===== config.mk =====
export PLATFORM = sky130hd
export DESIGN_NAME = integer_alu_branch_unit
export DESIGN_NICKNAME = d
export VERILOG_FILES = /design/src/design/alu_branch_pkg.sv /design/src/design/integer_alu_branch_unit.sv
export SDC_FILE = /design/constraint.sdc
export NUM_CORES = 1
export LEC_CHECK = 0
export ABC_AREA = 1
export BUFFER_PORTS_ARGS = -buffer_cell sky130_fd_sc_hd__buf_4
export CAP_MARGIN = 0
export CORE_MARGIN = 10
export CORE_UTILIZATION = 50
export DETAILED_ROUTE_END_ITERATION = 16
export PLACE_DENSITY_LB_ADDON = 0.08
export SLEW_MARGIN = 20
export SYNTH_ARGS = -nofsm -noshare
export SYNTH_HDL_FRONTEND = slang
export SYNTH_SLANG_ARGS = --single-unit

===== constraint.sdc =====
create_clock -name CLK -period 6.3 [get_ports CLK]
set_input_delay 0.63 -clock CLK [delete_from_list [all_inputs] [get_ports CLK]]
set_output_delay 0.63 -clock CLK [all_outputs]
set_load 0.1 [all_outputs]

===== src/design/alu_branch_pkg.sv =====
// Package: operation codes, widths and constants of the execute unit
package alu_branch_pkg;

    localparam int DATA_W        = 32;
    localparam int SIGN_BIT      = 31;
    localparam int IMM_W         = 16;
    localparam int OFFSET_W      = 16;
    localparam int CC_W          = 3;
    localparam int SEL_W         = 5;
    localparam int REG_IDX_W     = 5;
    localparam int COUNT_W       = 6;
    localparam logic [4:0]  LINK_REG_IDX = 5'h1f;
    localparam logic [31:0] LINK_STEP    = 32'h0000_0008;
    localparam logic [31:0] RESET_WORD   = 32'h0000_0000;
    localparam logic [4:0]  RESET_IDX    = 5'h00;

    typedef enum logic [5:0] {
        OP_NOP,
        OP_SIGNED_REG_ADD,
        OP_UNSIGNED_REG_ADD,
        OP_SIGNED_IMM_ADD,
        OP_UNSIGNED_IMM_ADD,
        OP_PC_RELATIVE_IMM_ADD,
        OP_AND,
        OP_BITWISE_AND_IMM,
        OP_BRANCH_EQUAL,
        OP_BRANCH_EQUAL_LIKELY,
        OP_BRANCH_NOT_EQUAL,
        OP_BRANCH_NOT_EQUAL_LIKELY,
        OP_BRANCH_GE_ZERO,
        OP_BRANCH_GE_ZERO_LIKELY,
        OP_BRANCH_GE_ZERO_LINK,
        OP_BRANCH_GE_ZERO_LINK_LIKELY,
        OP_BRANCH_GT_ZERO,
        OP_BRANCH_GT_ZERO_LIKELY,
        OP_BRANCH_LE_ZERO,
        OP_BRANCH_LE_ZERO_LIKELY,
        OP_BRANCH_LT_ZERO,
        OP_BRANCH_LT_ZERO_LIKELY,
        OP_BRANCH_LT_ZERO_LINK,
        OP_BRANCH_LT_ZERO_LINK_LIKELY,
        OP_BRANCH_COPROC_FALSE,
        OP_BRANCH_COPROC_FALSE_LIKELY,
        OP_BRANCH_COPROC_TRUE,
        OP_BRANCH_COPROC_TRUE_LIKELY,
        OP_MOVE_CONTROL_FROM_COPROC,
        OP_MOVE_CONTROL_TO_COPROC,
        OP_COPROC_GENERIC_OPERATION,
        OP_COUNT_LEADING_ONES,
        OP_COUNT_LEADING_ZEROS,
        OP_BREAKPOINT
    } op_type;

    typedef enum {
        ST_IDLE,
        ST_WAIT_COPROC
    } state_type;

endpackage : alu_branch_pkg


===== src/design/integer_alu_branch_unit.sv =====
// Execute unit: integer add/AND, conditional branches, count-leading, coprocessor moves
//
// How it works
// - Register-register and register-immediate adds exist in signed and unsigned form, results going to the destination or second-source slot.
// - In compressed mode only, an unsigned immediate is added to the program counter and written to the target register.
// - AND of two registers, and AND with the immediate zero-extended by 16 zero bits.
// - Equal branches take when both sources match, not-equal branches when they differ, each in normal and likely form.
// - Sign branches decide from bit 31 and a zero test of the first source.
// - Link branches always write program counter plus 8 into register 31, taken or not.
// - Likely branches nullify the following instruction when the condition is false.
// - A taken branch adds the signed offset to the program counter to give the next fetch address.
// - Coprocessor branches test the condition bit picked by the select field, false form on 0 and true form on 1.
// - Likely coprocessor branches nullify the following instruction when the condition does not match.
// - Move-control-from reads the selected coprocessor control word into the target register.
// - Move-control-to sends the target register value to the coprocessor for the selected control word.
// - Generic coprocessor operations are handed to the coprocessor unchanged.
// - Coprocessor data is 32 bits, issued one at a time in order, with at most one return outstanding.
`timescale 1ns/1ps
`default_nettype none

module integer_alu_branch_unit (
    // Clock and reset
    input  wire logic                   CLK,
    input  wire logic                   RST_B,
    // Issue
    input  wire logic                   ISSUE_VALID,
    output logic                        ISSUE_READY,
    input  wire alu_branch_pkg::op_type ISSUE_OP,
    input  wire logic [31:0]            SOURCE_REG_A,
    input  wire logic [31:0]            SOURCE_REG_B,
    input  wire logic [15:0]            IMMEDIATE,
    input  wire logic [31:0]            PC,
    input  wire logic                   COMPRESSED_MODE,
    input  wire logic [4:0]             DEST_IDX,
    input  wire logic [4:0]             TARGET_IDX,
    input  wire logic [2:0]             COPROC_CONDITION_SELECT,
    input  wire logic [4:0]             COPROC_CONTROL_SELECT,
    input  wire logic [31:0]            COPROC_INSTR,
    // Result
    output logic                        RESULT_VALID,
    output logic                        WRITE_EN,
    output logic [4:0]                  WRITE_IDX,
    output logic [31:0]                 WRITE_DATA,
    output logic                        BRANCH_TAKEN,
    output logic [31:0]                 BRANCH_TARGET,
    output logic                        NULLIFY_NEXT,
    output logic                        BREAK_EXCEPTION,
    output logic                        ILLEGAL_OP,
    // Coprocessor condition
    input  wire logic [7:0]             COPROC_CONDITION,
    // Coprocessor requests
    output logic                        COP_REQ_VALID,
    input  wire logic                   COP_REQ_READY,
    output logic [1:0]                  COP_REQ_KIND,
    output logic [4:0]                  COP_REQ_SELECT,
    output logic [31:0]                 COP_REQ_DATA,
    // Coprocessor return
    input  wire logic                   COP_RET_VALID,
    input  wire logic [31:0]            COP_RET_DATA
);

    // ==========================================================
    // State
    typedef struct packed {
        alu_branch_pkg::state_type st;
        logic                      res_valid;
        logic                      wr_en;
        logic [4:0]                wr_idx;
        logic [31:0]               wr_data;
        logic                      br_taken;
        logic [31:0]               br_target;
        logic                      nullify;
        logic                      brk;
        logic                      illegal;
        logic                      req_valid;
        logic [1:0]                req_kind;
        logic [4:0]                req_sel;
        logic [31:0]               req_data;
        logic [4:0]                ret_idx;
    } state_t_type;

    state_t_type s_r;
    state_t_type s_nxt;

    // ==========================================================
    // Datapath helpers
    logic [31:0] imm_sext;
    logic [31:0] imm_zext;
    logic [31:0] off_word;
    logic [31:0] sum_rr;
    logic [31:0] sum_ri;
    logic [31:0] sum_pc;
    logic [31:0] link_addr;
    logic [31:0] target;
    logic        src_zero;
    logic        src_neg;
    logic        cop_bit;
    logic [5:0]  lead_ones;
    logic [5:0]  lead_zeros;

    assign imm_sext  = {{16{IMMEDIATE[15]}}, IMMEDIATE};
    assign imm_zext  = {16'h0000, IMMEDIATE};
    assign off_word  = {{14{IMMEDIATE[15]}}, IMMEDIATE, 2'b00};
    assign sum_rr    = SOURCE_REG_A + SOURCE_REG_B;
    assign sum_ri    = SOURCE_REG_A + imm_sext;
    assign sum_pc    = PC + imm_zext;
    assign link_addr = PC + alu_branch_pkg::LINK_STEP;
    assign target    = PC + off_word;
    assign src_zero  = (SOURCE_REG_A == alu_branch_pkg::RESET_WORD);
    assign src_neg   = SOURCE_REG_A[alu_branch_pkg::SIGN_BIT];
    assign cop_bit   = COPROC_CONDITION[COPROC_CONDITION_SELECT];

    // Leading-run count; loop walks all 32 bits and the run flag drops at the first mismatch, so 32 falls out naturally
    always_comb begin
        logic run1;
        logic run0;
        run1       = 1'b1;
        run0       = 1'b1;
        lead_ones  = 6'h00;
        lead_zeros = 6'h00;
        for (int i = 31; i >= 0; i--) begin
            run1 = run1 & SOURCE_REG_A[i];
            run0 = run0 & ~SOURCE_REG_A[i];
            lead_ones  = lead_ones + {5'h00, run1};
            lead_zeros = lead_zeros + {5'h00, run0};
        end
    end

    // ==========================================================
    // Handshake
    // Only one coprocessor return may be outstanding, so issue stalls while waiting
    assign ISSUE_READY = (s_r.st == alu_branch_pkg::ST_IDLE)
                         && !(s_r.req_valid && !COP_REQ_READY);

    // ==========================================================
    // Next state
    always_comb begin
        logic cond;
        logic likely;
        logic is_br;
        logic link;
        cond   = 1'b0;
        likely = 1'b0;
        is_br  = 1'b0;
        link   = 1'b0;
        s_nxt  = s_r;
        s_nxt.res_valid = 1'b0;
        s_nxt.wr_en     = 1'b0;
        s_nxt.br_taken  = 1'b0;
        s_nxt.nullify   = 1'b0;
        s_nxt.brk       = 1'b0;
        s_nxt.illegal   = 1'b0;
        if (s_r.req_valid && COP_REQ_READY) begin
            s_nxt.req_valid = 1'b0;
        end
        case (s_r.st)
            alu_branch_pkg::ST_IDLE: begin
                if (ISSUE_VALID && ISSUE_READY) begin
                    s_nxt.res_valid = 1'b1;
                    s_nxt.wr_idx    = DEST_IDX;
                    case (ISSUE_OP)
                        alu_branch_pkg::OP_NOP: begin
                        end
                        alu_branch_pkg::OP_SIGNED_REG_ADD,
                        alu_branch_pkg::OP_UNSIGNED_REG_ADD: begin
                            s_nxt.wr_en   = 1'b1;
                            s_nxt.wr_data = sum_rr;
                        end
                        alu_branch_pkg::OP_SIGNED_IMM_ADD,
                        alu_branch_pkg::OP_UNSIGNED_IMM_ADD: begin
                            s_nxt.wr_en   = 1'b1;
                            s_nxt.wr_idx  = TARGET_IDX;
                            s_nxt.wr_data = sum_ri;
                        end
                        alu_branch_pkg::OP_PC_RELATIVE_IMM_ADD: begin
                            // Not defined outside compressed mode
                            s_nxt.wr_en   = COMPRESSED_MODE;
                            s_nxt.illegal = !COMPRESSED_MODE;
                            s_nxt.wr_idx  = TARGET_IDX;
                            s_nxt.wr_data = sum_pc;
                        end
                        alu_branch_pkg::OP_AND: begin
                            s_nxt.wr_en   = 1'b1;
                            s_nxt.wr_data = SOURCE_REG_A & SOURCE_REG_B;
                        end
                        alu_branch_pkg::OP_BITWISE_AND_IMM: begin
                            s_nxt.wr_en   = 1'b1;
                            s_nxt.wr_idx  = TARGET_IDX;
                            s_nxt.wr_data = SOURCE_REG_A & imm_zext;
                        end
                        alu_branch_pkg::OP_BRANCH_EQUAL,
                        alu_branch_pkg::OP_BRANCH_EQUAL_LIKELY: begin
                            is_br  = 1'b1;
                            cond   = (SOURCE_REG_A == SOURCE_REG_B);
                            likely = (ISSUE_OP == alu_branch_pkg::OP_BRANCH_EQUAL_LIKELY);
                        end
                        alu_branch_pkg::OP_BRANCH_NOT_EQUAL,
                        alu_branch_pkg::OP_BRANCH_NOT_EQUAL_LIKELY: begin
                            is_br  = 1'b1;
                            cond   = (SOURCE_REG_A != SOURCE_REG_B);
                            likely = (ISSUE_OP == alu_branch_pkg::OP_BRANCH_NOT_EQUAL_LIKELY);
                        end
                        alu_branch_pkg::OP_BRANCH_GE_ZERO,
                        alu_branch_pkg::OP_BRANCH_GE_ZERO_LIKELY,
                        alu_branch_pkg::OP_BRANCH_GE_ZERO_LINK,
                        alu_branch_pkg::OP_BRANCH_GE_ZERO_LINK_LIKELY: begin
                            is_br  = 1'b1;
                            cond   = !src_neg;
                            likely = (ISSUE_OP == alu_branch_pkg::OP_BRANCH_GE_ZERO_LIKELY)
                                  || (ISSUE_OP == alu_branch_pkg::OP_BRANCH_GE_ZERO_LINK_LIKELY);
                            link   = (ISSUE_OP == alu_branch_pkg::OP_BRANCH_GE_ZERO_LINK)
                                  || (ISSUE_OP == alu_branch_pkg::OP_BRANCH_GE_ZERO_LINK_LIKELY);
                        end
                        alu_branch_pkg::OP_BRANCH_GT_ZERO,
                        alu_branch_pkg::OP_BRANCH_GT_ZERO_LIKELY: begin
                            is_br  = 1'b1;
                            cond   = !src_neg && !src_zero;
                            likely = (ISSUE_OP == alu_branch_pkg::OP_BRANCH_GT_ZERO_LIKELY);
                        end
                        alu_branch_pkg::OP_BRANCH_LE_ZERO,
                        alu_branch_pkg::OP_BRANCH_LE_ZERO_LIKELY: begin
                            is_br  = 1'b1;
                            cond   = src_neg || src_zero;
                            likely = (ISSUE_OP == alu_branch_pkg::OP_BRANCH_LE_ZERO_LIKELY);
                        end
                        alu_branch_pkg::OP_BRANCH_LT_ZERO,
                        alu_branch_pkg::OP_BRANCH_LT_ZERO_LIKELY,
                        alu_branch_pkg::OP_BRANCH_LT_ZERO_LINK,
                        alu_branch_pkg::OP_BRANCH_LT_ZERO_LINK_LIKELY: begin
                            is_br  = 1'b1;
                            cond   = src_neg;
                            likely = (ISSUE_OP == alu_branch_pkg::OP_BRANCH_LT_ZERO_LIKELY)
                                  || (ISSUE_OP == alu_branch_pkg::OP_BRANCH_LT_ZERO_LINK_LIKELY);
                            link   = (ISSUE_OP == alu_branch_pkg::OP_BRANCH_LT_ZERO_LINK)
                                  || (ISSUE_OP == alu_branch_pkg::OP_BRANCH_LT_ZERO_LINK_LIKELY);
                        end
                        alu_branch_pkg::OP_BRANCH_COPROC_FALSE,
                        alu_branch_pkg::OP_BRANCH_COPROC_FALSE_LIKELY: begin
                            is_br  = 1'b1;
                            cond   = !cop_bit;
                            likely = (ISSUE_OP == alu_branch_pkg::OP_BRANCH_COPROC_FALSE_LIKELY);
                        end
                        alu_branch_pkg::OP_BRANCH_COPROC_TRUE,
                        alu_branch_pkg::OP_BRANCH_COPROC_TRUE_LIKELY: begin
                            is_br  = 1'b1;
                            cond   = cop_bit;
                            likely = (ISSUE_OP == alu_branch_pkg::OP_BRANCH_COPROC_TRUE_LIKELY);
                        end
                        alu_branch_pkg::OP_MOVE_CONTROL_FROM_COPROC: begin
                            // Result is posted when the control word returns
                            s_nxt.res_valid = 1'b0;
                            s_nxt.req_valid = 1'b1;
                            s_nxt.req_kind  = 2'h0;
                            s_nxt.req_sel   = COPROC_CONTROL_SELECT;
                            s_nxt.req_data  = alu_branch_pkg::RESET_WORD;
                            s_nxt.ret_idx   = TARGET_IDX;
                            s_nxt.st        = alu_branch_pkg::ST_WAIT_COPROC;
                        end
                        alu_branch_pkg::OP_MOVE_CONTROL_TO_COPROC: begin
                            s_nxt.req_valid = 1'b1;
                            s_nxt.req_kind  = 2'h1;
                            s_nxt.req_sel   = COPROC_CONTROL_SELECT;
                            s_nxt.req_data  = SOURCE_REG_B;
                        end
                        alu_branch_pkg::OP_COPROC_GENERIC_OPERATION: begin
                            s_nxt.req_valid = 1'b1;
                            s_nxt.req_kind  = 2'h2;
                            s_nxt.req_sel   = alu_branch_pkg::RESET_IDX;
                            s_nxt.req_data  = COPROC_INSTR;
                        end
                        alu_branch_pkg::OP_COUNT_LEADING_ONES: begin
                            s_nxt.wr_en   = 1'b1;
                            s_nxt.wr_data = {26'h0, lead_ones};
                        end
                        alu_branch_pkg::OP_COUNT_LEADING_ZEROS: begin
                            s_nxt.wr_en   = 1'b1;
                            s_nxt.wr_data = {26'h0, lead_zeros};
                        end
                        alu_branch_pkg::OP_BREAKPOINT: begin
                            s_nxt.brk = 1'b1;
                        end
                        default: begin
                            s_nxt.illegal = 1'b1;
                        end
                    endcase
                    if (is_br) begin
                        s_nxt.br_taken  = cond;
                        s_nxt.br_target = target;
                        s_nxt.nullify   = likely && !cond;
                        if (link) begin
                            s_nxt.wr_en   = 1'b1;
                            s_nxt.wr_idx  = alu_branch_pkg::LINK_REG_IDX;
                            s_nxt.wr_data = link_addr;
                        end
                    end
                end
            end
            alu_branch_pkg::ST_WAIT_COPROC: begin
                if (COP_RET_VALID) begin
                    s_nxt.res_valid = 1'b1;
                    s_nxt.wr_en     = 1'b1;
                    s_nxt.wr_idx    = s_r.ret_idx;
                    s_nxt.wr_data   = COP_RET_DATA;
                    s_nxt.st        = alu_branch_pkg::ST_IDLE;
                end
            end
            default: begin
                s_nxt.st = alu_branch_pkg::ST_IDLE;
            end
        endcase
    end

    // ==========================================================
    // Registers
    always_ff @(posedge CLK) begin
        if (!RST_B) begin
            s_r             <= '0;
            s_r.st          <= alu_branch_pkg::ST_IDLE;
        end else begin
            s_r <= s_nxt;
        end
    end

    // ==========================================================
    // Outputs
    assign RESULT_VALID    = s_r.res_valid;
    assign WRITE_EN        = s_r.wr_en;
    assign WRITE_IDX       = s_r.wr_idx;
    assign WRITE_DATA      = s_r.wr_data;
    assign BRANCH_TAKEN    = s_r.br_taken;
    assign BRANCH_TARGET   = s_r.br_target;
    assign NULLIFY_NEXT    = s_r.nullify;
    assign BREAK_EXCEPTION = s_r.brk;
    assign ILLEGAL_OP      = s_r.illegal;
    assign COP_REQ_VALID   = s_r.req_valid;
    assign COP_REQ_KIND    = s_r.req_kind;
    assign COP_REQ_SELECT  = s_r.req_sel;
    assign COP_REQ_DATA    = s_r.req_data;

endmodule : integer_alu_branch_unit

`default_nettype wire


Word level (Yosys, flattened, before mapping)

Index checks and enable logic that the tools add are counted.

Add/subtract/negate cells: 67
Magnitude comparators: 1
Equality and inequality tests: 39
Mux-type cells: 30
Bitwise gates (word level): 96
Reductions and logical operators: 45

Operators by type and width:

| operator                                        | number |
|---|---|
| adder 6 x 1 -> 6 bit                            | 52 |
| case mux 32 bit (7 select lines)                | 1 |
| two-way mux 152 bit                             | 1 |
| case mux 40 bit (3 select lines)                | 1 |
| adder 32 bit                                    | 3 |
| == test 6 x 5 -> 1 bit (second input constant)  | 16 |
| zero test 32 bit                                | 3 |
| case mux 39 bit (2 select lines)                | 1 |
| two-way mux 72 bit                              | 1 |
| two-way mux 71 bit                              | 1 |
| case mux 32 bit (2 select lines)                | 1 |
| bitwise AND 1 bit                               | 62 |
| == test 6 x 4 -> 1 bit (second input constant)  | 8 |
| two-way mux 45 bit                              | 1 |
| two-way mux 38 bit                              | 1 |
| two-way mux 33 bit                              | 1 |
| OR reduction 33 bit                             | 1 |
| adder 32 x 16 -> 32 bit                         | 1 |
| adder 32 x 4 -> 32 bit (second input constant)  | 1 |
| bitwise AND 32 x 16 -> 32 bit                   | 1 |
| bitwise AND 32 bit                              | 1 |
| == test 32 x 1 -> 1 bit (second input constant) | 1 |
| == test 32 bit                                  | 1 |
| != test 32 bit                                  | 1 |
| 30 further kinds                                | 116 |

Flip-flop bits (word level): 152
Input bits: 214
Output and inout port bits: 116
Word-level logic and storage cells: 293

Logic depth before layout (Yosys ltp)

Depth in word-level cells: 38
Gate-level depth with buffers: 38
Gate-level depth less buffers: 38

Least setup slack after synthesis

OpenSTA, ideal clock, no wires.

Path kind: input to register
Start: input SOURCE_REG_A[30]
End: register s_r (netlist bit WRITE_DATA[4])
Setup time: 133 ps
Arrival: 6,677 ps
Required time: 6,167 ps
Setup slack: -510 ps
Stages: 37
Path buffers: 0
Cells stage by stage: nand3_2 -> nor2_4 -> nand4_4 -> nor2_4 -> nand4_4 -> nor2_4 -> nand4_4 -> nor2_4 -> nand4_4 -> nor2_4 -> nand4_4 -> nor2_4 -> nand2_1 -> inv_1 -> nand2_1 -> inv_1 -> fa_1 -> fa_1 -> inv_1 -> fa_1 -> inv_1 -> fa_1 -> fa_1 -> fa_1 -> ha_1 -> inv_1 -> fa_1 -> nor2_1 -> nor2_1 -> nor2_1 -> nor2_1 -> xor2_1 -> o22ai_1 -> nor4_1 -> o21ai_0 -> o211ai_1 -> a31oi_1

Cells in the longest elaborated chain, start to end: 38
Elaborated cells on any way between the ends: 130
Those cells by class: 62 x add/sub; 5 x mux; 63 x bitwise

RTL lines:

| element                                                                         | line                                                           | source |
|---|---|---|
| start: declaration                                                              | integer_alu_branch_unit.sv:29                                  | `input wire logic [31:0] SOURCE_REG_A,` |
| NOT 1 bit                                                                       | integer_alu_branch_unit.sv:123                                 | `run0 = run0 & ~SOURCE_REG_A[i];` |
| bitwise AND 1 bit                                                               | integer_alu_branch_unit.sv:123                                 |  |
| adder 1 x 1 -> 2 bit / bitwise AND 1 bit (equally long branches)                | integer_alu_branch_unit.sv:125, integer_alu_branch_unit.sv:123 |  |
| adder 2 x 1 -> 3 bit / bitwise AND 1 bit (equally long branches)                | integer_alu_branch_unit.sv:125, integer_alu_branch_unit.sv:123 |  |
| adder 3 x 1 -> 4 bit / bitwise AND 1 bit (equally long branches)                | integer_alu_branch_unit.sv:125, integer_alu_branch_unit.sv:123 |  |
| adder 4 x 1 -> 5 bit / bitwise AND 1 bit (equally long branches)                | integer_alu_branch_unit.sv:125, integer_alu_branch_unit.sv:123 |  |
| adder 5 x 1 -> 6 bit / bitwise AND 1 bit (equally long branches)                | integer_alu_branch_unit.sv:125, integer_alu_branch_unit.sv:123 |  |
| adder 6 x 1 -> 6 bit / bitwise AND 1 bit (equally long branches) (25 in series) | integer_alu_branch_unit.sv:125, integer_alu_branch_unit.sv:123 |  |
| adder 6 x 1 -> 6 bit                                                            | integer_alu_branch_unit.sv:125                                 | `lead_zeros = lead_zeros + {5'h00, run0};` |
| case mux 32 bit (7 select lines) (*)                                            | integer_alu_branch_unit.sv:161                                 | `case (ISSUE_OP)` |
| two-way mux 38 bit                                                              | integer_alu_branch_unit.sv:290                                 | `if (link) begin` |
| two-way mux 72 bit (*)                                                          | integer_alu_branch_unit.sv:286                                 | `if (is_br) begin` |
| two-way mux 152 bit (*)                                                         | integer_alu_branch_unit.sv:158                                 | `if (ISSUE_VALID && ISSUE_READY) begin` |
| case mux 39 bit (2 select lines) (*)                                            | integer_alu_branch_unit.sv:156                                 | `case (s_r.st)` |
| end signal: assignment                                                          | integer_alu_branch_unit.sv:320                                 | `s_r <= s_nxt;` |
| end: declaration                                                                | integer_alu_branch_unit.sv:82                                  | `state_t_type s_r;` |

Every way passes the cells marked *; elsewhere a longest branch is shown, timed or not. The select of a mux whose other input is x is not followed.
A chain may end at the register's enable or synchronous reset.

Worst setup path in the final report

Ends and elaborated chain as after synthesis.

==> parameters.txt <==
Parameter                              Value

Final layout
  Layout cell share with drive strength beyond 1 ... ~22%
  Sequential cell area ... approximately 2400 sq um
  Final-stage net count ... a little under 3000
  Area Growth Syn to Fin ... 24.4%
  Finished Core Util ... 63.1%
  Ant. Diodes ... 0
  Layout Cell Area excl Fill ... ~18000 sq um
  Fill cell instance count of the final layout ... 2748
  Area used by multi-input combinational logic ... 10200 sq um

Global route
  Combined global-route utilization of all metal layers ... roughly a third
  Via count of the first global-routing pass ... approximately 17000
  Remaining global-route overflow ... 0
  Maximum number of pins on one net before global-route repair ... 90
  Wire length of the first global-routing pass ... about 93000 um
  Initial antenna violation count ... 1

Yosys
  Total standard cell area after synthesis ... around 15000 sq um
  Most area-consuming cells after synthesis ... dfxtp_1, nand2_1, ha_1
  Share of synthesized registers carrying an async set or reset ... 0%
  Synth Register Bits ... between 100 and 150
  Share of the synthesized area in compound gates (AO/OA/AOI/OAI) ... between 20 and 25%
  Post-Synth Adder-Cell Area ... about 17%
  Share of Yosys cell area claimed by the top area cell type ... between 10% and 20%
  Synth Net Count ... between 2000 and 3000
  Multiplexer area fraction after synthesis ... 0.138%
  Most frequently used flop master after synthesis ... dfxtp_1
  Part of the Yosys area used for sequential elements ... roughly 17%
  Number of synthesized flops with an enable pin ... 0
  Post-synthesis simple-gate area fraction ... about a quarter
  Library cells used by synthesis ... 59
  Number of standard cells after synthesis ... about 2200
  Leading area contributor after synthesis ... dfxtp_1
  Syn avg cell area ... between 6 and 7 sq um
  Xor/xnor share of the synthesized area ... ~2.5%
  Yosys Warn Count ... 0
  Largest family of logic cells by synthesized area ... simple AND/OR/NAND/NOR gates

Detailed routing
  First DRT Iteration DRCs ... approximately 1600
  Overall via count from detail_route ... around 17000
  Average routed wire per standard cell ... 21.0 um
  # DRC ... 0
  DR vias/cell ... approximately 5.7
  Pre-antenna DRT Iters ... 6
  Detailed Route WL ... slightly above 60000 um
  Residual antenna-violating net count after detailed routing ... 0

STA
  Setup repair after global routing missed its margin ... true
  Final period util ... 107%
  Number of hold violations in the final report ... 0
  Worst-case clock skew ... ~0.016 ns
  Minimum period implied by the final worst setup slack ... ~6.8 ns
  Setup violation total in the final timing report ... 5
  Max-slew violation count ... 0
  Tightest slew margin relative to the limit ... 28.1%
  Fin Setup TNS ... -1.54 ns
  Worst-case setup margin in the final layout ... -0.451 ns
  Max frequency ... around 150 MHz
  Tightest Pin Transition ... approximately 1.1 ns

Floorplan
  Area enclosed by the die boundary ... between 30000 and 40000 sq um
  Top Ports ... between 300 and 400
  Die Height ... between 150 and 200 um
  Initial Util ... around half
  Floorplan core area ... ~29000 sq um
  Horizontal die dimension ... about 190 um
  Number of rows in the core area ... 62

CTS
  Clk_lat worst skew ... 0.45 ns
  Number of buffers inserted by hold repair at cts ... 0
  Clock buffer depth ... 2
  Clock tree from TritonCTS ... done
  H-tree levels ... 4
  Root Driver ... clkbuf_16
  Sink count of the clock tree ... approximately 120
  Clock buffers created by TritonCTS ... 17
  Clock slew at the register clock pins of the worst setup and hold paths ... 0.07 ns

Power
  Highest ir drop seen on vdd ... ~0.00017 V
  Leakage power total ... around 8.9 nW
  Cell Pwr Density ... roughly 170 nW/um^2
  Share of total power in sequential cells ... between 20% and 30%
  Proportion of power drawn by combinational gates ... between 30% and 40%
  NetSw ... between 0.001 and 0.0015 W
  Clock share of power ... approximately a third
  Int Power ... about 0.0017 W
  Switching part of the total ... a little over two fifths

Setup path
  Total buffers and inverters traversed by the critical path ... 6
  Slowest stage cell on the critical path ... fa_1
  Critical path depth ... 38
  Reg2reg path depth ... 8
  Kind of end point of the critical path ... flop
  Delay of the slowest critical-path stage ... between 0.5 and 0.6 ns
  Start-to-end type of the worst setup path ... primary input to flop
  CP top delay family ... adder cells
  Max FO, Critical Path ... 3
  Most common cell on crit path ... nor2_4
  Critical path required time ... ~6.6 ns
  R2R Setup Slk ... around 3.8 ns
  Arrival time at the worst endpoint ... approximately 7 ns
  Startpoint kind of the worst setup timing path ... primary input

Placed design
  Instance area after placement ... roughly 17000 sq um
  Count of buffers inserted at the top-level ports ... between 300 and 400
  Half-perimeter wire length of the detailed placement result ... around 50000 um
  Routability Congestion ... just under 1

Run
  Max-cap violations ... 0

Status
  Outcome ... complete, but fails checks
  Violations in the final reports ... negative setup slack

Min path
  Number of instances on the worst hold path ... 3
  Worst min-delay path class ... primary input to flop
## Yosys cell counts, drive strengths merged, types with 31 or more instances
cell type    n
a21oi      215
a22oi       31
a31oi       39
buf        114
clkbuf      58
dfxtp      121
fa          49
ha         125
inv        293
nand2      436
nand3       96
nor2       220
nor3        33
o21ai      178
## cell families (layout without fill, tap and decap cells)
kind of cell / after synthesis / count (layout)
DFF: 121 / 121
AOI/OAI and AO/OA: 562 / 562
adders and majority gates: 174 / 174
xor gates and xnor gates: 42 / 42
muxes: 2 / 2
and+or+nand+nor: 862 / 862
buffers and inverters: 468 / 765
## power groups by stage
stage	clock network [W]	logic, W	registers [W]
after floorplan	0	0.000766	0.000836
after global placement	0	0.00114	0.000832
after detailed placement	0	0.00115	0.000834
after CTS	0.00101	0.00116	0.000817
after global routing	0.00104	0.00128	0.000820
final	0.00100	0.00119	0.000818
## layout by cell type, fill, tap and decap left out, types with 7 or more instances in the layout
| cell type | n |
|---|---|
| inv_1 | 280 |
| fa_2 | 7 |
| nor2_4 | 11 |
| a31oi_1 | 38 |
| o21ai_0 | 166 |
| nand2_2 | 7 |
| nor2_1 | 202 |
| dfxtp_1 | 121 |
| a22o_1 | 10 |
| a22oi_1 | 31 |
| nand3_1 | 92 |
| xnor2_1 | 15 |
| a21oi_1 | 212 |
| a211oi_1 | 7 |
| xor2_1 | 27 |
| nor4_1 | 22 |
| or2_2 | 13 |
| fa_1 | 42 |
| nor3_1 | 28 |
| buf_4 | 434 |
| o21a_1 | 7 |
| ha_1 | 122 |
| o211ai_1 | 19 |
| o21ai_1 | 10 |
| nand4_1 | 19 |
| inv_2 | 13 |
| nand2_1 | 429 |
| clkbuf_16 | 17 |
| nor2_2 | 7 |
## final timing paths
check,to,start
worst max-delay path,WRITE_DATA[4],SOURCE_REG_A[30]
worst min-delay path,s_r[3],TARGET_IDX[3]
worst max register to register,COP_REQ_DATA[14],s_r[120]
worst min register to register,COP_REQ_SELECT[1],COP_REQ_SELECT[1]
## worst register-to-register path: stages, from the launching register on
cell,delay [ns]
dfxtp_1,0.35
a21oi_1,0.20
nand2_1,0.08
buf_4,0.23
a21oi_1,0.60
nor2_2,0.23
buf_4,0.30
a22oi_1,0.22
a21oi_1,0.09
## per-stage QoR
step           hold slack, ns  setup WS (ns)  instances  total power, W
5_1_grt                 0.430         -0.767       2912         0.00314
6_report                0.418         -0.451       2912         0.00300
4_1_cts                 0.410         -0.418       2908         0.00299
2_1_floorplan           0.441         -0.455       2231         0.00160
3_3_place_gp            0.449         -0.944       2869         0.00197
3_5_place_dp            0.455          -1.13       2869         0.00199
## routing by layer
metal / global-route usage [%] / wire length (um) / vias to the layer above
met5: 0 / 13 / -
met4: 14.8 / 2800 / 2
met3: 6.02 / 5040 / 147
met2: 54.1 / 28700 / 798
met1: 40.2 / 24700 / 7802
li1: - / - / 7979
## registers in the layout (all words and copies together), names as in the netlist
| name | cells |
|---|---|
| BRANCH_TAKEN | 1 |
| BRANCH_TARGET | 32 |
| BREAK_EXCEPTION | 1 |
| COP_REQ_DATA | 32 |
| COP_REQ_KIND | 2 |
| COP_REQ_SELECT | 5 |
| COP_REQ_VALID | 1 |
| ILLEGAL_OP | 1 |
| NULLIFY_NEXT | 1 |
| RESULT_VALID | 1 |
| WRITE_DATA | 32 |
| WRITE_EN | 1 |
| WRITE_IDX | 5 |
| s_r | 6 |
## cell type report
type,count,area share [%]
inverter,296,6.13
clock buffer,18,2.42
clock inverter,14,0.760
timing repair buffer,437,18.2
sequential,121,13.4
tap,384,2.65
multi-input combinational,1642,56.4
## what timing repair did
action	CTS	global route
pin swaps	13	14
gates resized for setup	19	21
endpoints found under the setup margin	5	6
buffers inserted	8	4
Note: power is estimated with default switching activity, not from simulation.
